===== src/fwp_pkg.sv =====
// shared constants for the flash write-protect and reset control block
package fwp_pkg;

  // serial framing
  localparam int unsigned FWP_BYTE_W = 8; // opcode and data bytes are eight bits
  localparam int unsigned FWP_BIT_CNT_W = 3; // counts bits inside one byte
  localparam int unsigned FWP_ADDR_BYTES = 3; // address bytes after an addressed opcode
  localparam int unsigned FWP_ADDR_W = FWP_ADDR_BYTES * FWP_BYTE_W; // full address width
  localparam logic [1:0] FWP_ADDR_LAST = 2'h2; // index of the final address byte

  // sector layout inside the address
  localparam int unsigned FWP_NUM_SECT = 8; // default sector count
  localparam int unsigned FWP_SECT_LSB = 17; // lowest address bit of the sector index

  // opcodes handled here; everything else is passed over
  localparam logic [7:0] FWP_OP_PAGE_PROG = 8'h82; // page program
  localparam logic [7:0] FWP_OP_BUF_PROG = 8'h83; // buffer to page program
  localparam logic [7:0] FWP_OP_PAGE_ERASE = 8'h81; // page erase
  localparam logic [7:0] FWP_OP_BLK_ERASE = 8'h50; // block erase
  localparam logic [7:0] FWP_OP_SECT_ERASE = 8'h7c; // sector erase
  localparam logic [7:0] FWP_OP_PROT_EN = 8'h3a; // enable software sector protection
  localparam logic [7:0] FWP_OP_PROT_DIS = 8'h3b; // disable software sector protection
  localparam logic [7:0] FWP_OP_MAP_WR = 8'h3c; // write the protection map
  localparam logic [7:0] FWP_OP_LOCK = 8'h3d; // sector lockdown

  // reset values
  localparam logic FWP_RST_WP_N = 1'b1; // write-protect sampled as released
  localparam logic FWP_RST_PIN_N = 1'b1; // reset pin sampled as released
  localparam logic FWP_RST_CS_N = 1'b1; // chip select sampled as released
  localparam logic FWP_RST_SW_EN = 1'b0; // software protection off

  // command state machine, one-hot
  typedef enum logic [5:0] {
    FWP_ST_IDLE = 6'h01, // waiting for chip select to fall
    FWP_ST_OPC = 6'h02, // shifting in the opcode
    FWP_ST_ADDR = 6'h04, // shifting in the address
    FWP_ST_DATA = 6'h08, // shifting in the map byte
    FWP_ST_WAIT = 6'h10, // waiting for chip select to rise
    FWP_ST_BUSY = 6'h20 // array operation running
  } fwp_state_t;

endpackage : fwp_pkg


===== src/fwp_sync.sv =====
// two-flop synchroniser for a group of pin inputs
module fwp_sync
  import fwp_pkg::*;
#(
  parameter int unsigned WIDTH = 1,
  parameter logic [WIDTH-1:0] RST_VAL = '0
) (
  input wire logic i_ref_clk,
  input wire logic i_rstn,
  input wire logic [WIDTH-1:0] i_async,
  output logic [WIDTH-1:0] o_sync
);

  ////////////////////////////////////////////////////////////////////////////
  // one pair of flops per bit; stage one feeds only stage two
  genvar g;
  generate
    for (g = 0; g < WIDTH; g++) begin : g_bit
      logic meta_q; // first stage, read by stage two only
      logic sync_q; // second stage, safe to use
      always_ff @(posedge i_ref_clk or negedge i_rstn) begin
        if (!i_rstn) begin
          meta_q <= RST_VAL[g];
          sync_q <= RST_VAL[g];
        end else begin
          meta_q <= i_async[g];
          sync_q <= meta_q;
        end
      end
      assign o_sync[g] = sync_q;
    end
  endgenerate

endmodule : fwp_sync


===== src/fwp_shift.sv =====
// serial input shifter: bytes in on rising serial clock, msb first
module fwp_shift
  import fwp_pkg::*;
(
  input wire logic i_ref_clk,
  input wire logic i_rstn,
  input wire logic i_clr,
  input wire logic i_sck_s,
  input wire logic i_si_s,
  output logic o_byte_vld,
  output logic [7:0] o_byte
);

  logic sck_prev_q, sck_prev_d; // last synced serial clock level
  logic [6:0] sh_q, sh_d; // bits gathered so far
  logic [FWP_BIT_CNT_W-1:0] cnt_q, cnt_d; // bits in the current byte
  logic vld_q, vld_d; // byte strobe
  logic [7:0] byte_q, byte_d; // completed byte
  logic sck_rise; // rising edge of the serial clock

  assign sck_rise = i_sck_s & ~sck_prev_q; // sample on rising edge

  ////////////////////////////////////////////////////////////////////////////
  // next values; clearing restarts byte alignment at chip select
  always_comb begin
    sck_prev_d = i_sck_s;
    sh_d = sh_q;
    cnt_d = cnt_q;
    vld_d = 1'b0;
    byte_d = byte_q;
    if (i_clr) begin
      cnt_d = '0;
      sh_d = '0;
    end else if (sck_rise) begin
      sh_d = {sh_q[5:0], i_si_s}; // first bit ends at the top
      cnt_d = cnt_q + 1'b1;
      if (cnt_q == FWP_BIT_CNT_W'(FWP_BYTE_W - 1)) begin
        vld_d = 1'b1;
        byte_d = {sh_q, i_si_s}; // msb first
      end
    end
  end

  // registers only
  always_ff @(posedge i_ref_clk or negedge i_rstn) begin
    if (!i_rstn) begin
      sck_prev_q <= 1'b0;
      sh_q <= '0;
      cnt_q <= '0;
      vld_q <= 1'b0;
      byte_q <= '0;
    end else begin
      sck_prev_q <= sck_prev_d;
      sh_q <= sh_d;
      cnt_q <= cnt_d;
      vld_q <= vld_d;
      byte_q <= byte_d;
    end
  end

  assign o_byte_vld = vld_q;
  assign o_byte = byte_q;

endmodule : fwp_shift


===== src/fwp_protect_ctrl.sv =====
// write-protect gating and reset-pin control for the serial flash command path
//
// Function
// - write-protect blocks writes to mapped sectors
// - protection map frozen while write-protect low
// - protected program or erase does nothing
// - ignored command returns idle at deselect
// - protect-enable and lockdown work under write-protect
// - write-protect synchroniser resets to released; an unconnected pin is not pulled
// - reset pin aborts operation, forces idle
// - held in reset while pin low
// - pin high again resumes from idle
// - own power-on reset, no pin ordering
// - opcode then address, msb first
// - serial input sampled on rising clock
module fwp_protect_ctrl
  import fwp_pkg::*;
#(
  parameter int unsigned NUM_SECT = FWP_NUM_SECT
) (
  input wire logic i_ref_clk,
  input wire logic i_rstn,
  input wire logic i_cs_n,
  input wire logic i_sck,
  input wire logic i_si,
  input wire logic i_wp_n,
  input wire logic i_reset_n,
  input wire logic i_op_done,
  output logic o_op_start,
  output logic [7:0] o_op_code,
  output logic [FWP_ADDR_W-1:0] o_op_addr,
  output logic o_op_busy,
  output logic o_op_abort,
  output logic o_cmd_ignored,
  output logic o_idle,
  output logic o_in_reset,
  output logic o_wp_active,
  output logic o_sw_prot_en,
  output logic [NUM_SECT-1:0] o_prot_map,
  output logic [NUM_SECT-1:0] o_lock_map
);

  localparam int unsigned SECT_W = (NUM_SECT > 1) ? $clog2(NUM_SECT) : 1; // sector index width

  ////////////////////////////////////////////////////////////////////////////
  // pin synchronisers
  logic cs_n_s; // chip select, synced
  logic sck_s; // serial clock, synced
  logic si_s; // serial data, synced
  logic wp_n_s; // write-protect, synced
  logic reset_n_s; // reset pin, synced

  // write-protect resets to released, as the pad pull-up would hold it
  fwp_sync #(
    .WIDTH(5),
    .RST_VAL({FWP_RST_CS_N, 1'b0, 1'b0, FWP_RST_WP_N, FWP_RST_PIN_N})
  ) u_sync (
    .i_ref_clk(i_ref_clk),
    .i_rstn(i_rstn),
    .i_async({i_cs_n, i_sck, i_si, i_wp_n, i_reset_n}),
    .o_sync({cs_n_s, sck_s, si_s, wp_n_s, reset_n_s})
  );

  logic rst_pin; // reset pin held low, synchronous hold
  logic wp_act; // hardware write-protect asserted
  assign rst_pin = ~reset_n_s;
  assign wp_act = ~wp_n_s;

  ////////////////////////////////////////////////////////////////////////////
  // chip select edges
  logic cs_prev_q, cs_prev_d; // previous synced chip select
  logic cs_fall; // frame start
  logic cs_rise; // frame end
  assign cs_fall = cs_prev_q & ~cs_n_s;
  assign cs_rise = ~cs_prev_q & cs_n_s;

  ////////////////////////////////////////////////////////////////////////////
  // byte shifter, cleared outside frames and during pin reset
  logic byte_vld; // one byte complete
  logic [7:0] byte_in; // that byte
  logic shift_clr; // restart alignment

  assign shift_clr = cs_n_s | rst_pin; // no bits taken in reset

  fwp_shift u_shift (
    .i_ref_clk(i_ref_clk),
    .i_rstn(i_rstn),
    .i_clr(shift_clr),
    .i_sck_s(sck_s),
    .i_si_s(si_s),
    .o_byte_vld(byte_vld),
    .o_byte(byte_in)
  );

  ////////////////////////////////////////////////////////////////////////////
  // command state and protection storage
  fwp_state_t st_q, st_d; // command state
  logic [7:0] opc_q, opc_d; // latched opcode
  logic [FWP_ADDR_W-1:0] addr_q, addr_d; // latched address
  logic [1:0] abyte_q, abyte_d; // address byte index
  logic pend_q, pend_d; // accepted operation waiting for deselect
  logic sw_en_q, sw_en_d; // software protection enable
  logic [NUM_SECT-1:0] map_q, map_d; // protection map
  logic [NUM_SECT-1:0] lock_q, lock_d; // lockdown map, cleared only by power-on reset
  logic start_q, start_d; // operation start strobe
  logic abort_q, abort_d; // abort strobe
  logic ign_q, ign_d; // ignored command strobe

  logic is_pe; // opcode is program or erase
  logic [FWP_ADDR_W-1:0] addr_full; // address with the last byte
  logic [SECT_W-1:0] sect; // sector targeted
  logic sect_prot; // that sector may not be written

  // opcode class
  always_comb begin
    case (opc_q)
      FWP_OP_PAGE_PROG, FWP_OP_BUF_PROG, FWP_OP_PAGE_ERASE,
      FWP_OP_BLK_ERASE, FWP_OP_SECT_ERASE: is_pe = 1'b1;
      default: is_pe = 1'b0;
    endcase
  end

  assign addr_full = {addr_q[FWP_ADDR_W-9:0], byte_in};
  assign sect = addr_full[FWP_SECT_LSB +: SECT_W];
  // hardware path ignores the software enable; lockdown always holds
  assign sect_prot = lock_q[sect] | (map_q[sect] & (wp_act | sw_en_q));

  ////////////////////////////////////////////////////////////////////////////
  // next-state logic; the pin reset overrides every branch
  always_comb begin
    st_d = st_q;
    opc_d = opc_q;
    addr_d = addr_q;
    abyte_d = abyte_q;
    pend_d = pend_q;
    sw_en_d = sw_en_q;
    map_d = map_q;
    lock_d = lock_q;
    start_d = 1'b0;
    abort_d = 1'b0;
    ign_d = 1'b0;
    cs_prev_d = cs_n_s;
    if (rst_pin) begin
      // stop whatever runs; stay idle while held
      abort_d = (st_q == FWP_ST_BUSY);
      st_d = FWP_ST_IDLE;
      pend_d = 1'b0;
    end else begin
      case (st_q)
        FWP_ST_IDLE: begin
          if (cs_fall) begin
            st_d = FWP_ST_OPC; // new frame after release
          end
        end
        FWP_ST_OPC: begin
          if (cs_rise) begin
            st_d = FWP_ST_IDLE;
          end else if (byte_vld) begin
            opc_d = byte_in;
            abyte_d = '0;
            st_d = FWP_ST_WAIT;
            case (byte_in)
              FWP_OP_PAGE_PROG, FWP_OP_BUF_PROG, FWP_OP_PAGE_ERASE,
              FWP_OP_BLK_ERASE, FWP_OP_SECT_ERASE, FWP_OP_LOCK: begin
                st_d = FWP_ST_ADDR; // address follows
              end
              FWP_OP_PROT_EN: begin
                sw_en_d = 1'b1; // accepted under write-protect
              end
              FWP_OP_PROT_DIS: begin
                sw_en_d = 1'b0; // hardware path still protects
              end
              FWP_OP_MAP_WR: begin
                if (wp_act) begin
                  ign_d = 1'b1; // map frozen
                end else begin
                  st_d = FWP_ST_DATA;
                end
              end
              default: begin
                st_d = FWP_ST_WAIT; // other commands handled elsewhere
              end
            endcase
          end
        end
        FWP_ST_ADDR: begin
          if (cs_rise) begin
            st_d = FWP_ST_IDLE; // short address, nothing done
          end else if (byte_vld) begin
            addr_d = addr_full;
            abyte_d = abyte_q + 2'h1;
            if (abyte_q == FWP_ADDR_LAST) begin
              st_d = FWP_ST_WAIT;
              if (opc_q == FWP_OP_LOCK) begin
                lock_d[sect] = 1'b1; // lockdown taken under write-protect
              end else if (is_pe && sect_prot) begin
                ign_d = 1'b1; // checked before any start, discarded
              end else begin
                pend_d = 1'b1;
              end
            end
          end
        end
        FWP_ST_DATA: begin
          if (cs_rise) begin
            st_d = FWP_ST_IDLE;
          end else if (byte_vld) begin
            st_d = FWP_ST_WAIT;
            if (wp_act) begin
              ign_d = 1'b1; // write-protect fell mid-frame
            end else begin
              map_d = byte_in[NUM_SECT-1:0];
            end
          end
        end
        FWP_ST_WAIT: begin
          if (cs_rise) begin
            st_d = pend_q ? FWP_ST_BUSY : FWP_ST_IDLE; // ignored one goes idle
            start_d = pend_q;
            pend_d = 1'b0;
          end
        end
        FWP_ST_BUSY: begin
          if (i_op_done) begin
            st_d = FWP_ST_IDLE;
          end
        end
        default: begin
          st_d = FWP_ST_IDLE;
          pend_d = 1'b0;
        end
      endcase
    end
  end

  // registers only; power-on reset clears everything but cs_prev_q, which loads released
  always_ff @(posedge i_ref_clk or negedge i_rstn) begin
    if (!i_rstn) begin
      st_q <= FWP_ST_IDLE;
      opc_q <= '0;
      addr_q <= '0;
      abyte_q <= '0;
      pend_q <= 1'b0;
      sw_en_q <= FWP_RST_SW_EN;
      map_q <= '0;
      lock_q <= '0;
      start_q <= 1'b0;
      abort_q <= 1'b0;
      ign_q <= 1'b0;
      cs_prev_q <= FWP_RST_CS_N;
    end else begin
      st_q <= st_d;
      opc_q <= opc_d;
      addr_q <= addr_d;
      abyte_q <= abyte_d;
      pend_q <= pend_d;
      sw_en_q <= sw_en_d;
      map_q <= map_d;
      lock_q <= lock_d;
      start_q <= start_d;
      abort_q <= abort_d;
      ign_q <= ign_d;
      cs_prev_q <= cs_prev_d;
    end
  end

  ////////////////////////////////////////////////////////////////////////////
  // outputs, all from flops
  assign o_op_start = start_q;
  assign o_op_code = opc_q;
  assign o_op_addr = addr_q;
  assign o_op_busy = (st_q == FWP_ST_BUSY);
  assign o_op_abort = abort_q;
  assign o_cmd_ignored = ign_q;
  assign o_idle = (st_q == FWP_ST_IDLE);
  assign o_in_reset = rst_pin;
  assign o_wp_active = wp_act;
  assign o_sw_prot_en = sw_en_q;
  assign o_prot_map = map_q;
  assign o_lock_map = lock_q;

  ////////////////////////////////////////////////////////////////////////////
  // checks
  logic last_addr; // final address byte arrives this cycle
  assign last_addr = (st_q == FWP_ST_ADDR) && byte_vld && !cs_rise && !rst_pin &&
    (abyte_q == FWP_ADDR_LAST);
endmodule : fwp_protect_ctrl


===== config.mk =====
export PLATFORM = sky130hd
export DESIGN_NAME = fwp_protect_ctrl
export DESIGN_NICKNAME = d
export VERILOG_FILES = /design/src/fwp_pkg.sv /design/src/fwp_sync.sv /design/src/fwp_shift.sv /design/src/fwp_protect_ctrl.sv
export SDC_FILE = /design/constraint.sdc
export NUM_CORES = 1
export LEC_CHECK = 0
export BUFFER_PORTS_ARGS = -buffer_cell sky130_fd_sc_hd__buf_4
export CORE_UTILIZATION = 51
export DETAILED_ROUTE_END_ITERATION = 8
export PLACE_DENSITY = 0.76
export SETUP_SLACK_MARGIN = 0.5
export SLEW_MARGIN = 30
export SYNTH_ARGS = -nofsm -noshare
export SYNTH_HDL_FRONTEND = slang
export SYNTH_SLANG_ARGS = --single-unit
export TNS_END_PERCENT = 20

===== constraint.sdc =====
create_clock -name i_ref_clk -period 2.2 [get_ports i_ref_clk]
set_input_delay 0.11 -clock i_ref_clk [delete_from_list [all_inputs] [get_ports i_ref_clk]]
set_output_delay 0.11 -clock i_ref_clk [all_outputs]
set_load 0.05 [all_outputs]

Word-level counts from Yosys, hierarchy flattened
Index checks and enable logic that the tools add are counted.
Widths: inputs -> output; s select.

storage, ports and cells
  bits in registers = 92
  word-level logic and storage cells = 163

cells by class
  $add $sub $neg = 2
  magnitude comparators = 2
  equal/unequal tests = 40
  muxes and demuxes = 60
  bitwise logic cells = 15
  reduce and logical (&&, ||, !) cells = 17

operator list
  cell                number
  $mux 6              12
  $eq 8x8->1 const B  6
  $eq 8x6->1 const B  5
  $pmux 6 s6          1
  $eq 8x7->1 const B  4
  $mux 1              30
  $ne 3x3->1 const B  7
  $mux 7              2
  $reduce_and 7->1    2
  $ne 4x3->1 const B  3
  $reduce_and 6->1    2
  $pmux 5 s2          1
  $reduce_and 5->1    2
  $mux 2              4
  $or 8x8->8          1
  $reduce_and 4->1    2
  $not 1->1           7
  $bmux 1 s3          2
  $eq 6x1->1 const B  1
  $eq 6x2->1 const B  1
  $eq 6x3->1 const B  1
  $eq 6x4->1 const B  1
  $eq 6x5->1 const B  1
  $eq 6x6->1 const B  1
  other kinds (24)    37

Longest topological paths before layout
  depth in word-level cells = 12
  depth in mapped cells = 7
  depth with buffers taken out = 6

Hierarchy
Synthesis repeated with hierarchy kept, for this count alone.

unflattened totals
  cell total of the unflattened synthesis = 375
  area, all modules = 4161.5 um^2

by module, submodules not included
  module            times used  cells each  area each (um^2)  sequential area each (um^2)
  fwp_protect_ctrl  1           294         3059.2            1554.0
  fwp_shift         1           66          807.0             500.5
  fwp_sync          1           15          295.3             257.7

Least setup slack after synthesis
Ideal clock, no wire load.

  kind = reg2reg
  from = register st_q[2]
  to = register st_q[2]
  setup time = 125 ps
  arrival = 2532 ps
  slack = -456 ps
  cell stages (with the launch flop) = 7
  buffers on the path = 1
  clock period less this slack = 2656 ps
  cell sequence = dfrtp_1 -> buf_6 -> or4_4 -> nor2_1 -> o221ai_1 -> nand3_1 -> mux2_2

between the ends
  cells in the longest elaborated chain, start to end = 3
  elaborated cells on any way between the ends = 16
  those cells by class = eq/ne: 13; mux: 2; reduce/logical: 1

ends and longest elaborated chain
  element                                                      line                     source
  start, declared                                              fwp_protect_ctrl.sv:97   fwp_state_t st_q, st_d;
  start signal, assigned                                       fwp_protect_ctrl.sv:252  st_q <= st_d;
  $eq 6x1->1 (*)                                               n/a
  via o_idle                                                   fwp_protect_ctrl.sv:35   output logic o_idle,
  $ne 3x3->1 (no source line) or $pmux 6 s6 (tied branches)    n/a
  $reduce_and 7->1 (no source line) or $mux 6 (tied branches)  n/a

Mark *: on every way through the listed nets, which the timed path passes. The rest lies on a longest branch.
A chain may end at the register's enable or synchronous reset.

Final worst setup path
  from = register opc_q[7] (netlist: o_op_code[7])
  to = register lock_q[1] (netlist: o_lock_map[1])

between the ends
  cells in the longest elaborated chain, start to end = 2

ends and longest elaborated chain
  element                            line                     source
  start, declared                    fwp_protect_ctrl.sv:98   logic [7:0] opc_q, opc_d;
  start signal, assigned             fwp_protect_ctrl.sv:253  opc_q <= opc_d;
  $eq 8x6->1                         fwp_protect_ctrl.sv:194  if (opc_q == FWP_OP_LOCK) begin
  $reduce_and 6->1 (no source line)  n/a
  end signal, assigned               fwp_protect_ctrl.sv:259  lock_q <= lock_d;
  end, declared                      fwp_protect_ctrl.sv:104  logic [NUM_SECT-1:0] lock_q, lock_d;

No other way between the ends.

==> out/results.txt <==
run status -> complete, but fails checks
violations in the final reports -> negative setup slack
number of global-route vias before repair -> 2909
instance area at placement -> 0.004816 mm²
largest clock skew in the final design -> 0.008878 ns
horizontal extent of the die -> 91.31 µm
vias per inst -> 5.513
post-synthesis sequential area ratio -> 56.84%
port bufs -> 63
Slew Limit Headroom -> 62.34%
CP Launch Point -> o_op_code[7]
Final Cycle Share -> 103.2%
final weighted congestion in routability-driven placement -> 0.8784
Global Route Usage Sum -> 23.72%
leakage power summed over all cells -> 2.611 nW
Data arrival, critical path -> 2.55 ns
share of flip-flops with an asynchronous set or reset after synthesis -> 100.0%
effective utilization at floorplan -> 52.64%
maximum capacitance violations -> 0
Hold Fails Final Rpt -> 0
RSZ-0062 raised after global routing -> true
Pwr Total -> 3.252 mW
Data required, critical path -> 2.48 ns
post-detailed-placement half-perimeter wirelength -> 5884 µm
start-to-end type of the worst setup path -> register to register
total congestion overflow -> 0
per-instance average area after synthesis -> 13.04 µm²
Clock Latency Late Sink -> 0.37 ns
slack of the critical path -> -0.07142 ns
FP Rows -> 32
number of optimization iterations in the first detailed-route pass -> 4
Register-to-Register Path Depth -> 5
top-level port count -> 64
Worst-Margin Slew -> 0.5628 ns
Initial DRC Count -> 66
startpoint of the most critical hold path -> i_op_done
count of unique library cells instantiated by Yosys -> 57
DRC errors left -> 0
number of buffers created by CTS -> 9
nature of the critical path endpoint -> register
maximum ir drop on the vdd rail -> 0.4258 mV
kind of path behind the tightest hold check -> input port to register
Synth-to-Final Area Change -> 33.47%
most common library cell in the layout ignoring fill and taps -> buf_4
min Tclk post-route -> 2.271 ns
Placed Cells -> 485
power density cells -> 599.0 mW/mm²
terminus of the critical flop-to-flop path -> o_lock_map[1]
register-to-register setup slack -> -0.07 ns
post-DR wirelength/cell -> 17.56 µm
area of all placed cells without fillers -> 0.005429 mm²
filler-free cell count of the finished design -> 513
clock-pin transition on the worst setup and hold timing paths -> 0.10 ns
residual antenna-violating net count after detailed routing -> 0
area enclosed by the die boundary -> 0.008337 mm²
Pins Over Slew Limit -> 0
y dimension of the die -> 91.31 µm
layout cells sized above 1 -> 53.04%
largest net degree at the start of global routing -> 38
Max H-tree Level -> 3
Hold Slack -> 0.08230 ns
flip-flop cell with the highest count after synthesis -> dfrtp_1
antenna cells -> 0
buffer levels on the longest clock path -> 2
Vias -> 2828
nets -> 417
count of mapped cells out of synthesis -> 312
maximum fanout along the worst path -> 4
number of endpoints failing setup at the final stage -> 7
worst setup path endpoint -> o_lock_map[1]
wirelength, routed -> 9006 µm
TritonCTS clock tree -> done
total of flip-flops plus latches after synthesis -> 92
leading cell types in the layout, fill and taps excluded -> 81 x buf_4, 80 x dfrtp_1, 40 x mux2_4
sort of element at the start of the critical path -> register
Peak Freq -> 0.4403 GHz
antenna violations before repair -> 0
worst flop-to-flop path startpoint -> o_op_code[7]
clk sinks -> 92
CTS Root Buffer Type -> clkbuf_8
Net Count, Synth -> 323
netlist area before placement -> 0.004068 mm²
number of warnings printed during yosys synthesis -> 0
wire length of the first global-routing pass -> 15120 µm
Core Area -> 0.007727 mm²
EDFF count, synth -> 0
Fin Setup TNS -> -0.1813 ns
-- through the flow --
step	util, %	setup slack [ns]
after floorplan	-	-0.09892
after global placement	62.32	-0.01693
after detailed placement	62.32	-0.08734
after CTS	69.07	-0.06488
after global routing	70.26	-0.1246
final	70.26	-0.07142
-- where the power goes --
group	leakage (nW)	total, mW	switching (mW)	internal (mW)
registers	1.24	1.73	0.0128	1.72
logic	1.28	0.442	0.240	0.202
clock network	0.0928	1.08	0.626	0.449
-- sequential cells by signal, summed over array words and instances, names as in the netlist, 2 cells and up --
| register | flops |
|---|---|
| abyte_q | 2 |
| u_shift.cnt_q | 3 |
| o_op_addr | 24 |
| u_shift.o_byte | 8 |
| u_shift.sh_q | 7 |
| st_q | 6 |
| u_sync.g_bit.sync_q | 5 |
| u_sync.g_bit.meta_q | 5 |
| o_prot_map | 8 |
| o_op_code | 8 |
| o_lock_map | 8 |
-- logic make-up (layout without fill, tap and decap cells) --
logic type | count (synthesis) | count (layout) | synth area share (%)
flip-flops | 92 | 92 | 56.84
AND/OR/NAND/NOR | 80 | 81 | 12.83
multiplexers | 57 | 57 | 16.27
AO/OA/AOI/OAI | 48 | 48 | 9.074
buffers and inverters | 27 | 125 | 2.984
XOR/XNOR | 5 | 5 | 1.077
adder cells (fa/ha/maj) | 3 | 3 | 0.9229
-- synth_stat cells, drive strengths merged, types with 4 or more instances --
cell    number  area [µm²]
dfstp        8       210.2
nand3        4       20.02
nor2b        5       31.28
o31ai        5       42.54
buf          6       42.54
dfrtp       84        2102
nand2        8       30.03
o22ai        4       25.02
nor3         6       30.03
mux2        53       596.8
nor2        18       83.83
inv         12       45.04
nor4         6       67.56
o21ai        4       20.02
a22o        10       87.58
or3b         6       52.55
clkbuf       9       33.78
a21oi        5       25.02
o21bai       6       45.04
nand2b      10       65.06
-- worst min-delay path by stage --
stage                     cells after the start  slack, ns            end
after CTS                                     3       0.07        st_q[5]
final                                         3       0.08        st_q[5]
after floorplan                               0      -0.19     abyte_q[0]
after global routing                          3       0.07        st_q[5]
after global placement                        1       0.09  o_lock_map[2]
after detailed placement                      1        0.1  o_op_addr[17]
-- final cells by class --
type / instances / area, µm²
inverter: 12 / 45.04
clock inverter: 6 / 47.55
clock buffer: 10 / 137.6
fill: 536 / 2298
tap: 102 / 127.6
timing repair buffer: 97 / 797.0
multi-input combinational: 194 / 1957
sequential: 92 / 2317
-- layer usage --
layer | global-route usage, % | part of all wire, % | vias to the layer above
met5 | 0 | 0 | -
met4 | 7.407 | 1.6 | 0
met3 | 5.444 | 3.2 | 13
met2 | 37.56 | 49 | 62
met1 | 32.64 | 46 | 1420
li1 | - | - | 1333
-- timing repair --
item / CTS / global route
hold buffers: 6 / 0
endpoints found under the setup margin: 69 / 69
gates cloned: 1 / 0
resized for setup: 64 / 21
pin swaps: 20 / 16
hold endpoints to repair: 39 / 0
setup buffers: 2 / 3
-- critical path, cell delays in order, from the launching register on --
cell     delay, ns
dfrtp_2       0.41
or3b_4        0.39
or4b_4        0.54
or3b_4        0.39
or2_4         0.28
o31ai_2       0.18
No activity file was read; power rests on OpenSTA's default activity.
